File: config.mk
export PLATFORM = sky130hd
export DESIGN_NAME = mac_engine
export DESIGN_NICKNAME = d
export VERILOG_FILES = /design/src/logic/mac_pkg.sv /design/src/logic/mac_engine.sv
export SDC_FILE = /design/constraint.sdc
export NUM_CORES = 1
export LEC_CHECK = 0
export ABC_CLOCK_PERIOD_IN_PS = 9100
export BUFFER_PORTS_ARGS = -buffer_cell sky130_fd_sc_hd__clkbuf_2
export CAP_MARGIN = 40
export CORE_ASPECT_RATIO = 1.4
export CORE_MARGIN = 1
export CORE_UTILIZATION = 66
export DETAILED_ROUTE_END_ITERATION = 12
export PLACE_DENSITY = 0.83
export SETUP_SLACK_MARGIN = 0.02
export SLEW_MARGIN = 20
export SYNTH_ARGS = -nofsm -noshare
export SYNTH_HDL_FRONTEND = slang
export SYNTH_SLANG_ARGS = --single-unit
File: constraint.sdc
create_clock -name clk_sys -period 9.1 [get_ports clk_sys]
set_clock_uncertainty 0.1 [all_clocks]
set_input_delay 1.82 -clock clk_sys [delete_from_list [all_inputs] [get_ports clk_sys]]
set_output_delay 1.82 -clock clk_sys [all_outputs]
set_load 0.005 [all_outputs]
File: src/logic/mac_pkg.sv
// Purpose: shared constants for the multiply-accumulate engine
// Assumes: byte-wide register port, one system clock
// Notes: register addresses are local choices, see hand-over
package mac_pkg;

    localparam int MAC_ADDR_W = 8;
    localparam int MAC_DATA_W = 8;
    localparam int MAC_OPND_W = 16;
    localparam int MAC_PROD_W = 32;
    localparam int MAC_ACC_W = 40;
    localparam int MAC_RND_W = 16;
    localparam int MAC_RSUM_W = 25;

    ////////////////////////////////////////////////////////////////////////
    // register addresses
    localparam logic [7:0] MAC_ADDR_CONFIG = 8'hd7;
    localparam logic [7:0] MAC_ADDR_STATUS = 8'hcf;
    localparam logic [7:0] MAC_ADDR_A_HIGH = 8'ha5;
    localparam logic [7:0] MAC_ADDR_A_LOW = 8'ha4;
    localparam logic [7:0] MAC_ADDR_B_HIGH = 8'hf2;
    localparam logic [7:0] MAC_ADDR_B_LOW = 8'hf1;
    localparam logic [7:0] MAC_ADDR_ACC_OVR = 8'h96;
    localparam logic [7:0] MAC_ADDR_ACC_B3 = 8'h95;
    localparam logic [7:0] MAC_ADDR_ACC_B2 = 8'h94;
    localparam logic [7:0] MAC_ADDR_ACC_B1 = 8'h93;
    localparam logic [7:0] MAC_ADDR_ACC_B0 = 8'h92;
    localparam logic [7:0] MAC_ADDR_RND_HIGH = 8'hce;
    localparam logic [7:0] MAC_ADDR_RND_LOW = 8'hcd;

    ////////////////////////////////////////////////////////////////////////
    // configuration bit positions
    localparam int MAC_CF_MS = 0;
    localparam int MAC_CF_FM = 1;
    localparam int MAC_CF_SAT = 2;
    localparam int MAC_CF_CA = 3;
    localparam int MAC_CF_SD = 4;
    localparam int MAC_CF_SC = 5;
    localparam int MAC_CF_W = 6;

    // status bit positions
    localparam int MAC_ST_N = 0;
    localparam int MAC_ST_SO = 1;
    localparam int MAC_ST_Z = 2;
    localparam int MAC_ST_HO = 3;
    localparam int MAC_ST_W = 4;

    ////////////////////////////////////////////////////////////////////////
    // reset values and data constants
    localparam logic [5:0] MAC_CF_RESET = 6'h00;
    localparam logic [3:0] MAC_ST_RESET = 4'h4;
    localparam logic [7:0] MAC_OVR_POS_TOP = 8'h7f;
    localparam logic [7:0] MAC_OVR_NEG_TOP = 8'h80;
    localparam logic [15:0] MAC_RND_HALF = 16'h8000;
    localparam logic [15:0] MAC_SAT_POS = 16'h7fff;
    localparam logic [15:0] MAC_SAT_NEG = 16'h8000;
    localparam int MAC_RND_LSB = 16;
    localparam int MAC_SIGN_BIT = 31;

endpackage : mac_pkg

File: src/logic/mac_engine.sv
// Purpose: 16x16 signed multiply-accumulate engine behind byte registers
// Assumes: core writes and reads the registers on clk_sys, no sync needed
// Notes: read data is registered, valid one cycle after the read strobe
`timescale 1ns/100ps

// Functional notes
// - integer mode: 16-bit signed operands give a 40-bit signed integer.
// - fractional mode: operand point after bit 15, accumulator after 31.
// - mac mode multiplies a by b and adds to the accumulator.
// - three pipeline stages, one system clock each.
// - writing b low byte starts an operation; software writes it last.
// - stage one forms the product, stage two adds and stores it.
// - status flags update at the end of stage two.
// - a new start is accepted during the previous stage one.
// - stage three loads the rounded, optionally saturated, result.
// - clear bit at start clears accumulator and flags, then self-clears.
// - multiply-only overwrites the accumulator, ready two clocks after.
// - multiply-only leaves the hard overflow flag unchanged.
// - shift bit shifts one clock, rounding one later, bit self-clears.
// - shift direction 0 shifts left, 1 shifts right.
// - right shift refills the top bit with old bit 39.
// - shifts never touch the status flags.
// - round bits 31-16 unbiased on the low half compared with 0x8000.
// - rounding recomputed at stage three, after shift, after byte0 write.
// - rounding never alters the accumulator; same in both modes.
// - saturation loads 0x7fff or 0x8000 on overflow when enabled.
// - accumulator is five software read and write byte registers.
// - rounding holds 16 low bits; negative flag gives the sign.
// - hard overflow on 0x7f to 0x80 or back; software or clear resets.
// - soft overflow set on overflow into bit 31, cleared when corrected.
// - zero flag follows an all-zero accumulator result.
// - negative flag follows the accumulator sign.
module mac_engine (
    input wire logic clk_sys,
    input wire logic rst_b,
    input wire logic [mac_pkg::MAC_ADDR_W-1:0] sfr_addr,
    input wire logic sfr_wr,
    input wire logic sfr_rd,
    input wire logic [mac_pkg::MAC_DATA_W-1:0] sfr_wdata,
    output logic [mac_pkg::MAC_DATA_W-1:0] sfr_rdata
);
    import mac_pkg::*;

    ////////////////////////////////////////////////////////////////////////
    // registers
    logic [MAC_CF_W-1:0] mac_configuration;
    logic [MAC_ST_W-1:0] mac_status_flags;
    logic [MAC_OPND_W-1:0] operand_a;
    logic [MAC_OPND_W-1:0] operand_b;
    logic [MAC_ACC_W-1:0] acc;
    logic [MAC_RND_W-1:0] rounding_result;

    // pipeline state
    logic s1_valid;
    logic s1_clr;
    logic s2_valid;
    logic s2_clr;
    logic s2_ms;
    logic [MAC_PROD_W:0] s2_prod;
    logic rnd_pending;

    logic wr_cf;
    logic wr_st;
    logic wr_bl;
    logic wr_acc0;
    logic shift_now;

    assign wr_cf = sfr_wr && (sfr_addr == MAC_ADDR_CONFIG);
    assign wr_st = sfr_wr && (sfr_addr == MAC_ADDR_STATUS);
    assign wr_bl = sfr_wr && (sfr_addr == MAC_ADDR_B_LOW);
    assign wr_acc0 = sfr_wr && (sfr_addr == MAC_ADDR_ACC_B0);
    assign shift_now = mac_configuration[MAC_CF_SC];

    ////////////////////////////////////////////////////////////////////////
    // stage one: product
    logic signed [MAC_PROD_W-1:0] raw_prod;
    logic [MAC_PROD_W:0] next_prod;

    assign raw_prod = $signed(operand_a) * $signed(operand_b);
    // one extra bit so the fractional doubling of -1 x -1 still fits
    always_comb begin
        if (mac_configuration[MAC_CF_FM]) begin
            next_prod = {raw_prod, 1'b0};
        end else begin
            next_prod = {raw_prod[MAC_PROD_W-1], raw_prod};
        end
    end

    always_ff @(posedge clk_sys or negedge rst_b) begin
        if (!rst_b) begin
            s1_valid <= 1'b0;
            s1_clr <= 1'b0;
            s2_valid <= 1'b0;
            s2_clr <= 1'b0;
            s2_ms <= 1'b0;
            s2_prod <= '0;
        end else begin
            s1_valid <= wr_bl;
            s1_clr <= wr_bl && mac_configuration[MAC_CF_CA];
            s2_valid <= s1_valid;
            s2_clr <= s1_clr;
            s2_ms <= mac_configuration[MAC_CF_MS];
            if (s1_valid) begin
                s2_prod <= next_prod;
            end
        end
    end

    ////////////////////////////////////////////////////////////////////////
    // stage two: accumulate and flags
    logic [MAC_ACC_W-1:0] acc_base;
    logic [MAC_ACC_W-1:0] next_acc_sum;
    logic [MAC_ST_W-1:0] next_flags;
    logic ovr_wrap;

    always_comb begin
        // a clear still pending from this op's stage one forces zero base
        if (s2_ms || s2_clr) begin
            acc_base = '0;
        end else begin
            acc_base = acc;
        end
        next_acc_sum = acc_base +
            {{(MAC_ACC_W-MAC_PROD_W-1){s2_prod[MAC_PROD_W]}}, s2_prod};
        ovr_wrap = ((acc_base[MAC_ACC_W-1 -: 8] == MAC_OVR_POS_TOP) &&
                    (next_acc_sum[MAC_ACC_W-1 -: 8] == MAC_OVR_NEG_TOP)) ||
                   ((acc_base[MAC_ACC_W-1 -: 8] == MAC_OVR_NEG_TOP) &&
                    (next_acc_sum[MAC_ACC_W-1 -: 8] == MAC_OVR_POS_TOP));
        next_flags[MAC_ST_N] = next_acc_sum[MAC_ACC_W-1];
        next_flags[MAC_ST_Z] = (next_acc_sum == '0);
        next_flags[MAC_ST_SO] =
            !((&next_acc_sum[MAC_ACC_W-1:MAC_SIGN_BIT]) ||
              !(|next_acc_sum[MAC_ACC_W-1:MAC_SIGN_BIT]));
        if (s2_clr) begin
            next_flags[MAC_ST_HO] = 1'b0;
        end else if (s2_ms) begin
            next_flags[MAC_ST_HO] = mac_status_flags[MAC_ST_HO];
        end else begin
            next_flags[MAC_ST_HO] =
                mac_status_flags[MAC_ST_HO] || ovr_wrap;
        end
    end

    ////////////////////////////////////////////////////////////////////////
    // accumulator: stage two beats shift beats clear beats software
    always_ff @(posedge clk_sys or negedge rst_b) begin
        if (!rst_b) begin
            acc <= '0;
        end else if (s2_valid) begin
            acc <= next_acc_sum;
        end else if (shift_now) begin
            if (mac_configuration[MAC_CF_SD]) begin
                acc <= {acc[MAC_ACC_W-1], acc[MAC_ACC_W-1:1]};
            end else begin
                acc <= {acc[MAC_ACC_W-2:0], 1'b0};
            end
        end else if (s1_clr) begin
            acc <= '0;
        end else if (sfr_wr) begin
            case (sfr_addr)
                MAC_ADDR_ACC_OVR: acc[39:32] <= sfr_wdata;
                MAC_ADDR_ACC_B3: acc[31:24] <= sfr_wdata;
                MAC_ADDR_ACC_B2: acc[23:16] <= sfr_wdata;
                MAC_ADDR_ACC_B1: acc[15:8] <= sfr_wdata;
                MAC_ADDR_ACC_B0: acc[7:0] <= sfr_wdata;
                default: acc <= acc;
            endcase
        end
    end

    ////////////////////////////////////////////////////////////////////////
    // status: hardware update wins over a software write in the same cycle
    always_ff @(posedge clk_sys or negedge rst_b) begin
        if (!rst_b) begin
            mac_status_flags <= MAC_ST_RESET;
        end else if (s2_valid) begin
            mac_status_flags <= next_flags;
        end else if (s1_clr) begin
            mac_status_flags <= '0;
        end else if (wr_st) begin
            mac_status_flags <= sfr_wdata[MAC_ST_W-1:0];
        end
    end
    // shifts have no path into the status register

    ////////////////////////////////////////////////////////////////////////
    // configuration and operands
    always_ff @(posedge clk_sys or negedge rst_b) begin
        if (!rst_b) begin
            mac_configuration <= MAC_CF_RESET;
        end else begin
            if (wr_cf) begin
                mac_configuration <= sfr_wdata[MAC_CF_W-1:0];
            end else begin
                if (shift_now) begin
                    mac_configuration[MAC_CF_SC] <= 1'b0;
                end
                if (s1_clr) begin
                    mac_configuration[MAC_CF_CA] <= 1'b0;
                end
            end
        end
    end

    always_ff @(posedge clk_sys or negedge rst_b) begin
        if (!rst_b) begin
            operand_a <= '0;
            operand_b <= '0;
        end else if (sfr_wr) begin
            case (sfr_addr)
                MAC_ADDR_A_HIGH: operand_a[15:8] <= sfr_wdata;
                MAC_ADDR_A_LOW: operand_a[7:0] <= sfr_wdata;
                MAC_ADDR_B_HIGH: operand_b[15:8] <= sfr_wdata;
                MAC_ADDR_B_LOW: operand_b[7:0] <= sfr_wdata;
                default: operand_a <= operand_a;
            endcase
        end
    end

    ////////////////////////////////////////////////////////////////////////
    // stage three: rounding engine, reads the accumulator and the saturation bit only
    logic rnd_up;
    logic signed [MAC_RSUM_W-1:0] rnd_sum;
    logic [MAC_RND_W-1:0] next_rnd;

    always_comb begin
        rnd_up = (acc[MAC_RND_LSB-1:0] > MAC_RND_HALF) ||
                 ((acc[MAC_RND_LSB-1:0] == MAC_RND_HALF) &&
                  acc[MAC_RND_LSB]);
        rnd_sum = $signed({acc[MAC_ACC_W-1], acc[MAC_ACC_W-1:MAC_RND_LSB]})
                  + $signed({{(MAC_RSUM_W-1){1'b0}}, rnd_up});
        next_rnd = rnd_sum[MAC_RND_W-1:0];
        if (mac_configuration[MAC_CF_SAT]) begin
            if (!rnd_sum[MAC_RSUM_W-1] &&
                (|rnd_sum[MAC_RSUM_W-2:MAC_RND_W-1])) begin
                next_rnd = MAC_SAT_POS;
            end else if (rnd_sum[MAC_RSUM_W-1] &&
                         !(&rnd_sum[MAC_RSUM_W-2:MAC_RND_W-1])) begin
                next_rnd = MAC_SAT_NEG;
            end
        end
    end

    // round one cycle after stage two, a shift or a byte0 write moved the accumulator
    always_ff @(posedge clk_sys or negedge rst_b) begin
        if (!rst_b) begin
            rnd_pending <= 1'b0;
            rounding_result <= '0;
        end else begin
            rnd_pending <= s2_valid || shift_now || wr_acc0;
            if (rnd_pending) begin
                rounding_result <= next_rnd;
            end
        end
    end

    ////////////////////////////////////////////////////////////////////////
    // read port, no side effects
    always_ff @(posedge clk_sys or negedge rst_b) begin
        if (!rst_b) begin
            sfr_rdata <= '0;
        end else if (sfr_rd) begin
            case (sfr_addr)
                MAC_ADDR_CONFIG: sfr_rdata <= {2'h0, mac_configuration};
                MAC_ADDR_STATUS: sfr_rdata <= {4'h0, mac_status_flags};
                MAC_ADDR_A_HIGH: sfr_rdata <= operand_a[15:8];
                MAC_ADDR_A_LOW: sfr_rdata <= operand_a[7:0];
                MAC_ADDR_B_HIGH: sfr_rdata <= operand_b[15:8];
                MAC_ADDR_B_LOW: sfr_rdata <= operand_b[7:0];
                MAC_ADDR_ACC_OVR: sfr_rdata <= acc[39:32];
                MAC_ADDR_ACC_B3: sfr_rdata <= acc[31:24];
                MAC_ADDR_ACC_B2: sfr_rdata <= acc[23:16];
                MAC_ADDR_ACC_B1: sfr_rdata <= acc[15:8];
                MAC_ADDR_ACC_B0: sfr_rdata <= acc[7:0];
                MAC_ADDR_RND_HIGH: sfr_rdata <= rounding_result[15:8];
                MAC_ADDR_RND_LOW: sfr_rdata <= rounding_result[7:0];
                default: sfr_rdata <= 8'h00;
            endcase
        end
    end

endmodule : mac_engine

==> impl_metrics.py <==
metrics = {
    "logic_synthesis": {
        "synth-simple-area-share_pct": 17.0,
        "async_flop_share_pct": 100,
        "synth.top_cell.area_share_pct": 25.6,
        "yosysTopAreaCell": "fa_1",
        "synth_fa_ha_area_share_pct": 33.1,
        "synth_area_leaders": "fa_1 (26%), dfrtp_1 (18%), ha_1 (7.5%)",
        "yosysSeqAreaShare_pct": 17.7,
        "synth_common_cells": "inv_1 (329), fa_1 (263), nand2_1 (237)",
        "yosys_register_bits": 145,
        "synthCells": 2322,
        "synth_top_family_by_area": "adder cells",
        "yosysWarningCount": 0,
        "synth_ff_type": "dfrtp_1",
        "synth-compound-area-share_pct": 14.8,
        "yosys-mux-area-fraction_pct": 5.26,
        "yosysMostFrequentCell": "inv_1",
        "ys_types": 75,
        "syn_area_per_cell_um2": 8.85,
        "synth_edf_count": 0,
        "synthXorXnorAreaFrac_pct": 3.96,
        "syn_nets": 2728,
        "netlist_area_um2": 20600,
    },
    "cts": {
        "path_clk_slew_ps": 70,
        "root_buffer": "clkbuf_16",
        "clock_path_buffers": 2,
        "cts_sinks": 145,
        "cts_buffers": 17,
        "clk_latency_ps": 450,
        "ctsResizeCount": 0,
        "hold_buffers": 0,
        "cts_setup_buffers": 0,
        "cts_max_level": 4,
        "cts_tree": "done",
    },
    "timing": {
        "setup_tns_ps": 0,
        "setup_viol": 0,
        "worst_slack_ps": 1760,
        "maxSlewViolCount": 0,
        "finalHoldViolations": 0,
        "max_freq_mhz": 136,
        "holdWs_ps": 312,
        "worstMarginPinSlew_ps": 988,
        "finalCritPeriodShare_pct": 80.6,
        "fin_crit_ps": 7340,
        "slew_headroom_pct": 34.1,
        "rsz0062_at_grt": "false",
    },
    "pwr": {
        "ir_drop_mv": 0.118,
        "intPower_mw": 1.27,
        "clockPowerShare_pct": 33.8,
        "p_per_area_nw_per_um2": 93.9,
        "power_frac_comb_pct": 25.6,
        "p_leak_nw": 10.9,
        "power_switching_share_pct": 37.5,
        "pwr-share-seq_pct": 40.5,
        "switching_power_uw": 762,
    },
    "job": {
        "cap_violations": 0,
    },
    "worst_setup_path": {
        "cp_common_cell": "fa_1",
        "cp.arrival_ps": 7580,
        "worstPathRequired_ps": 9340,
        "crit_fanout": 18,
        "path_class": "reg2reg",
        "crit_path_start_kind": "flop",
        "cpMaxStageDelayCell": "fa_1",
        "cpPeakStageDelay_ps": 960,
        "crit_chain": "nand2_1, inv_1, fa_1, fa_1, fa_1, fa_1, fa_1, inv_1, fa_1, inv_1, ha_1, and4_1, and2_1, a221oi_1, o311ai_0, nand3_1, nand4b_1, o31ai_1, xnor2_1, mux2_2",
        "end_kind": "flop",
    },
    "place": {
        "dpl_worst_slack_ps": 1850,
        "port_buffers": 27,
        "hpwl_um": 47200,
        "placement.cell_area_um2": 21000,
        "gp_congestion": 0.989,
    },
    "run_status": {
        "outcome": "finished, final reports clean",
    },
    "drt": {
        "dr.pass1.iters": 6,
        "wirelength_um": 62000,
        "drtIter0Drc": 1629,
        "vias": 17700,
        "vias_per_cell": 6.59,
        "drtAntennaViolNets": 0,
        "drc": 0,
        "wl_per_cell_um": 23.1,
    },
    "die": {
        "ios": 28,
        "core_um2": 30700,
        "die_y_um": 211,
        "initial_core_util_pct": 66.9,
        "num_rows": 76,
        "fp.dieW_um": 151,
        "die_area_um2": 31900,
    },
    "global_route": {
        "grtUsageTotal_pct": 40.9,
        "grt_antenna_before_repair": 0,
        "grt_pass1_vias": 18100,
        "grt_start_max_net_pins": 68,
        "grt_pass1_wl_um": 97200,
        "grt_overflow": 0,
    },
    "cells_and_area": {
        "final_area_um2": 21700,
        "area_growth_syn_to_layout_pct": 5.31,
        "num_antenna_cells": 0,
        "final_util_pct": 70.5,
        "drive_gt1_share_pct": 7.59,
        "fin_nets": 2685,
    },
    "hold_path": {
        "hold_class": "reg2reg",
    },
}
per-layer routing:
| metal | vias up | GRT usage, % | share of wire [%] |
|---|---|---|---|
| li1 | 7642 | - | - |
| met1 | 8676 | 44.9 | 34 |
| met2 | 978 | 66.6 | 49 |
| met3 | 375 | 9.07 | 8.2 |
| met4 | 0 | 34.9 | 9.4 |
| met5 | - | 0 | 0 |
cells in the final DEF, fill, tap and decap left out, drive strengths merged, types with 8 or more instances in the layout:
| cell | count |
|---|---|
| xnor2 | 61 |
| o31ai | 9 |
| mux2i | 36 |
| o22ai | 11 |
| o22a | 17 |
| a21o | 57 |
| fa | 263 |
| dfrtp | 144 |
| clkbuf | 43 |
| o21ai | 70 |
| xor2 | 32 |
| nor4 | 18 |
| nor2b | 10 |
| a211oi | 15 |
| and3 | 26 |
| a31oi | 13 |
| nor2 | 107 |
| a21oi | 115 |
| nand4 | 14 |
| buf | 34 |
| nor3 | 27 |
| mux2 | 64 |
| o21bai | 15 |
| o211ai | 14 |
| nand2 | 237 |
| nand3 | 37 |
| o21a | 13 |
| inv | 338 |
| a22oi | 19 |
| a221oi | 25 |
| and2 | 162 |
| a222oi | 10 |
| ha | 123 |
| nand2b | 19 |
| a21boi | 8 |
critical path, delay by kind of cell (launching register included):
family / cells / cell delay (ps)
flip-flops: 1 / 790
multiplexers: 1 / 270
XOR/XNOR: 1 / 140
buffers and inverters: 3 / 260
AO/OA/AOI/OAI: 3 / 900
AND/OR/NAND/NOR: 5 / 890
adder cells (fa/ha/maj): 7 / 3860
flip-flops by register name, indices dropped and copies added, names as in the netlist:
register,cells
mac_status_flags,4
s2_valid,1
s2_ms,1
sfr_rdata,8
operand_a,16
mac_configuration,6
s2_clr,1
s2_prod,33
s1_valid,1
s1_clr,1
rnd_pending,1
acc,40
operand_b,16
rounding_result,16
layout make-up:
cell class              count  area [um^2]
flip-flops and latches    145         3630
multi-input cells        1725        15200
well taps                 390          488
fillers                  2311         9060
clock buffers              17          425
repair buffers             60          484
inverters                 330         1240
clock inverters            15          146
path summary, 6_finish.rpt:
| path | from | end | slack (ps) | cells past startpoint |
|---|---|---|---|---|
| max in group asynchronous | rst_b | s2_prod[20] | 6420 | 3 |
| worst max register to register | operand_a[15] | s2_prod[32] | 1760 | 20 |
| worst max-delay path | operand_a[15] | s2_prod[32] | 1760 | 20 |
| min in group asynchronous | rst_b | operand_a[4] | 1260 | 1 |
| worst min-delay path | mac_configuration[0] | s2_ms | 310 | 0 |
| worst min register to register | mac_configuration[0] | s2_ms | 310 | 0 |
power by group through the flow:
| stage | Sequential, mW | Clock (mW) | Combinational (mW) |
|---|---|---|---|
| after CTS | 0.822 | 0.687 | 0.498 |
| final | 0.824 | 0.687 | 0.521 |
| after floorplan | 0.739 | 0 | 0.398 |
| after detailed placement | 0.833 | 0 | 0.493 |
| after global placement | 0.835 | 0 | 0.469 |
| after global routing | 0.825 | 0.714 | 0.572 |
per-stage QoR:
step	power (mW)	instances
2_1_floorplan	1.14	2322
3_3_place_gp	1.30	2634
3_5_place_dp	1.33	2641
4_1_cts	2.01	2673
5_1_grt	2.11	2682
6_report	2.03	2682
cell families (layout without fill, tap and decap cells):
family                   Yosys count  after routing
AO/OA/AOI/OAI                    451            451
XOR/XNOR                          93             93
adder cells (fa/ha/maj)          386            386
buffers and inverters            452            422
flip-flops                       145            145
multiplexers                     100            100
AND/OR/NAND/NOR                  695            695
(Power assumes the default switching activity.)
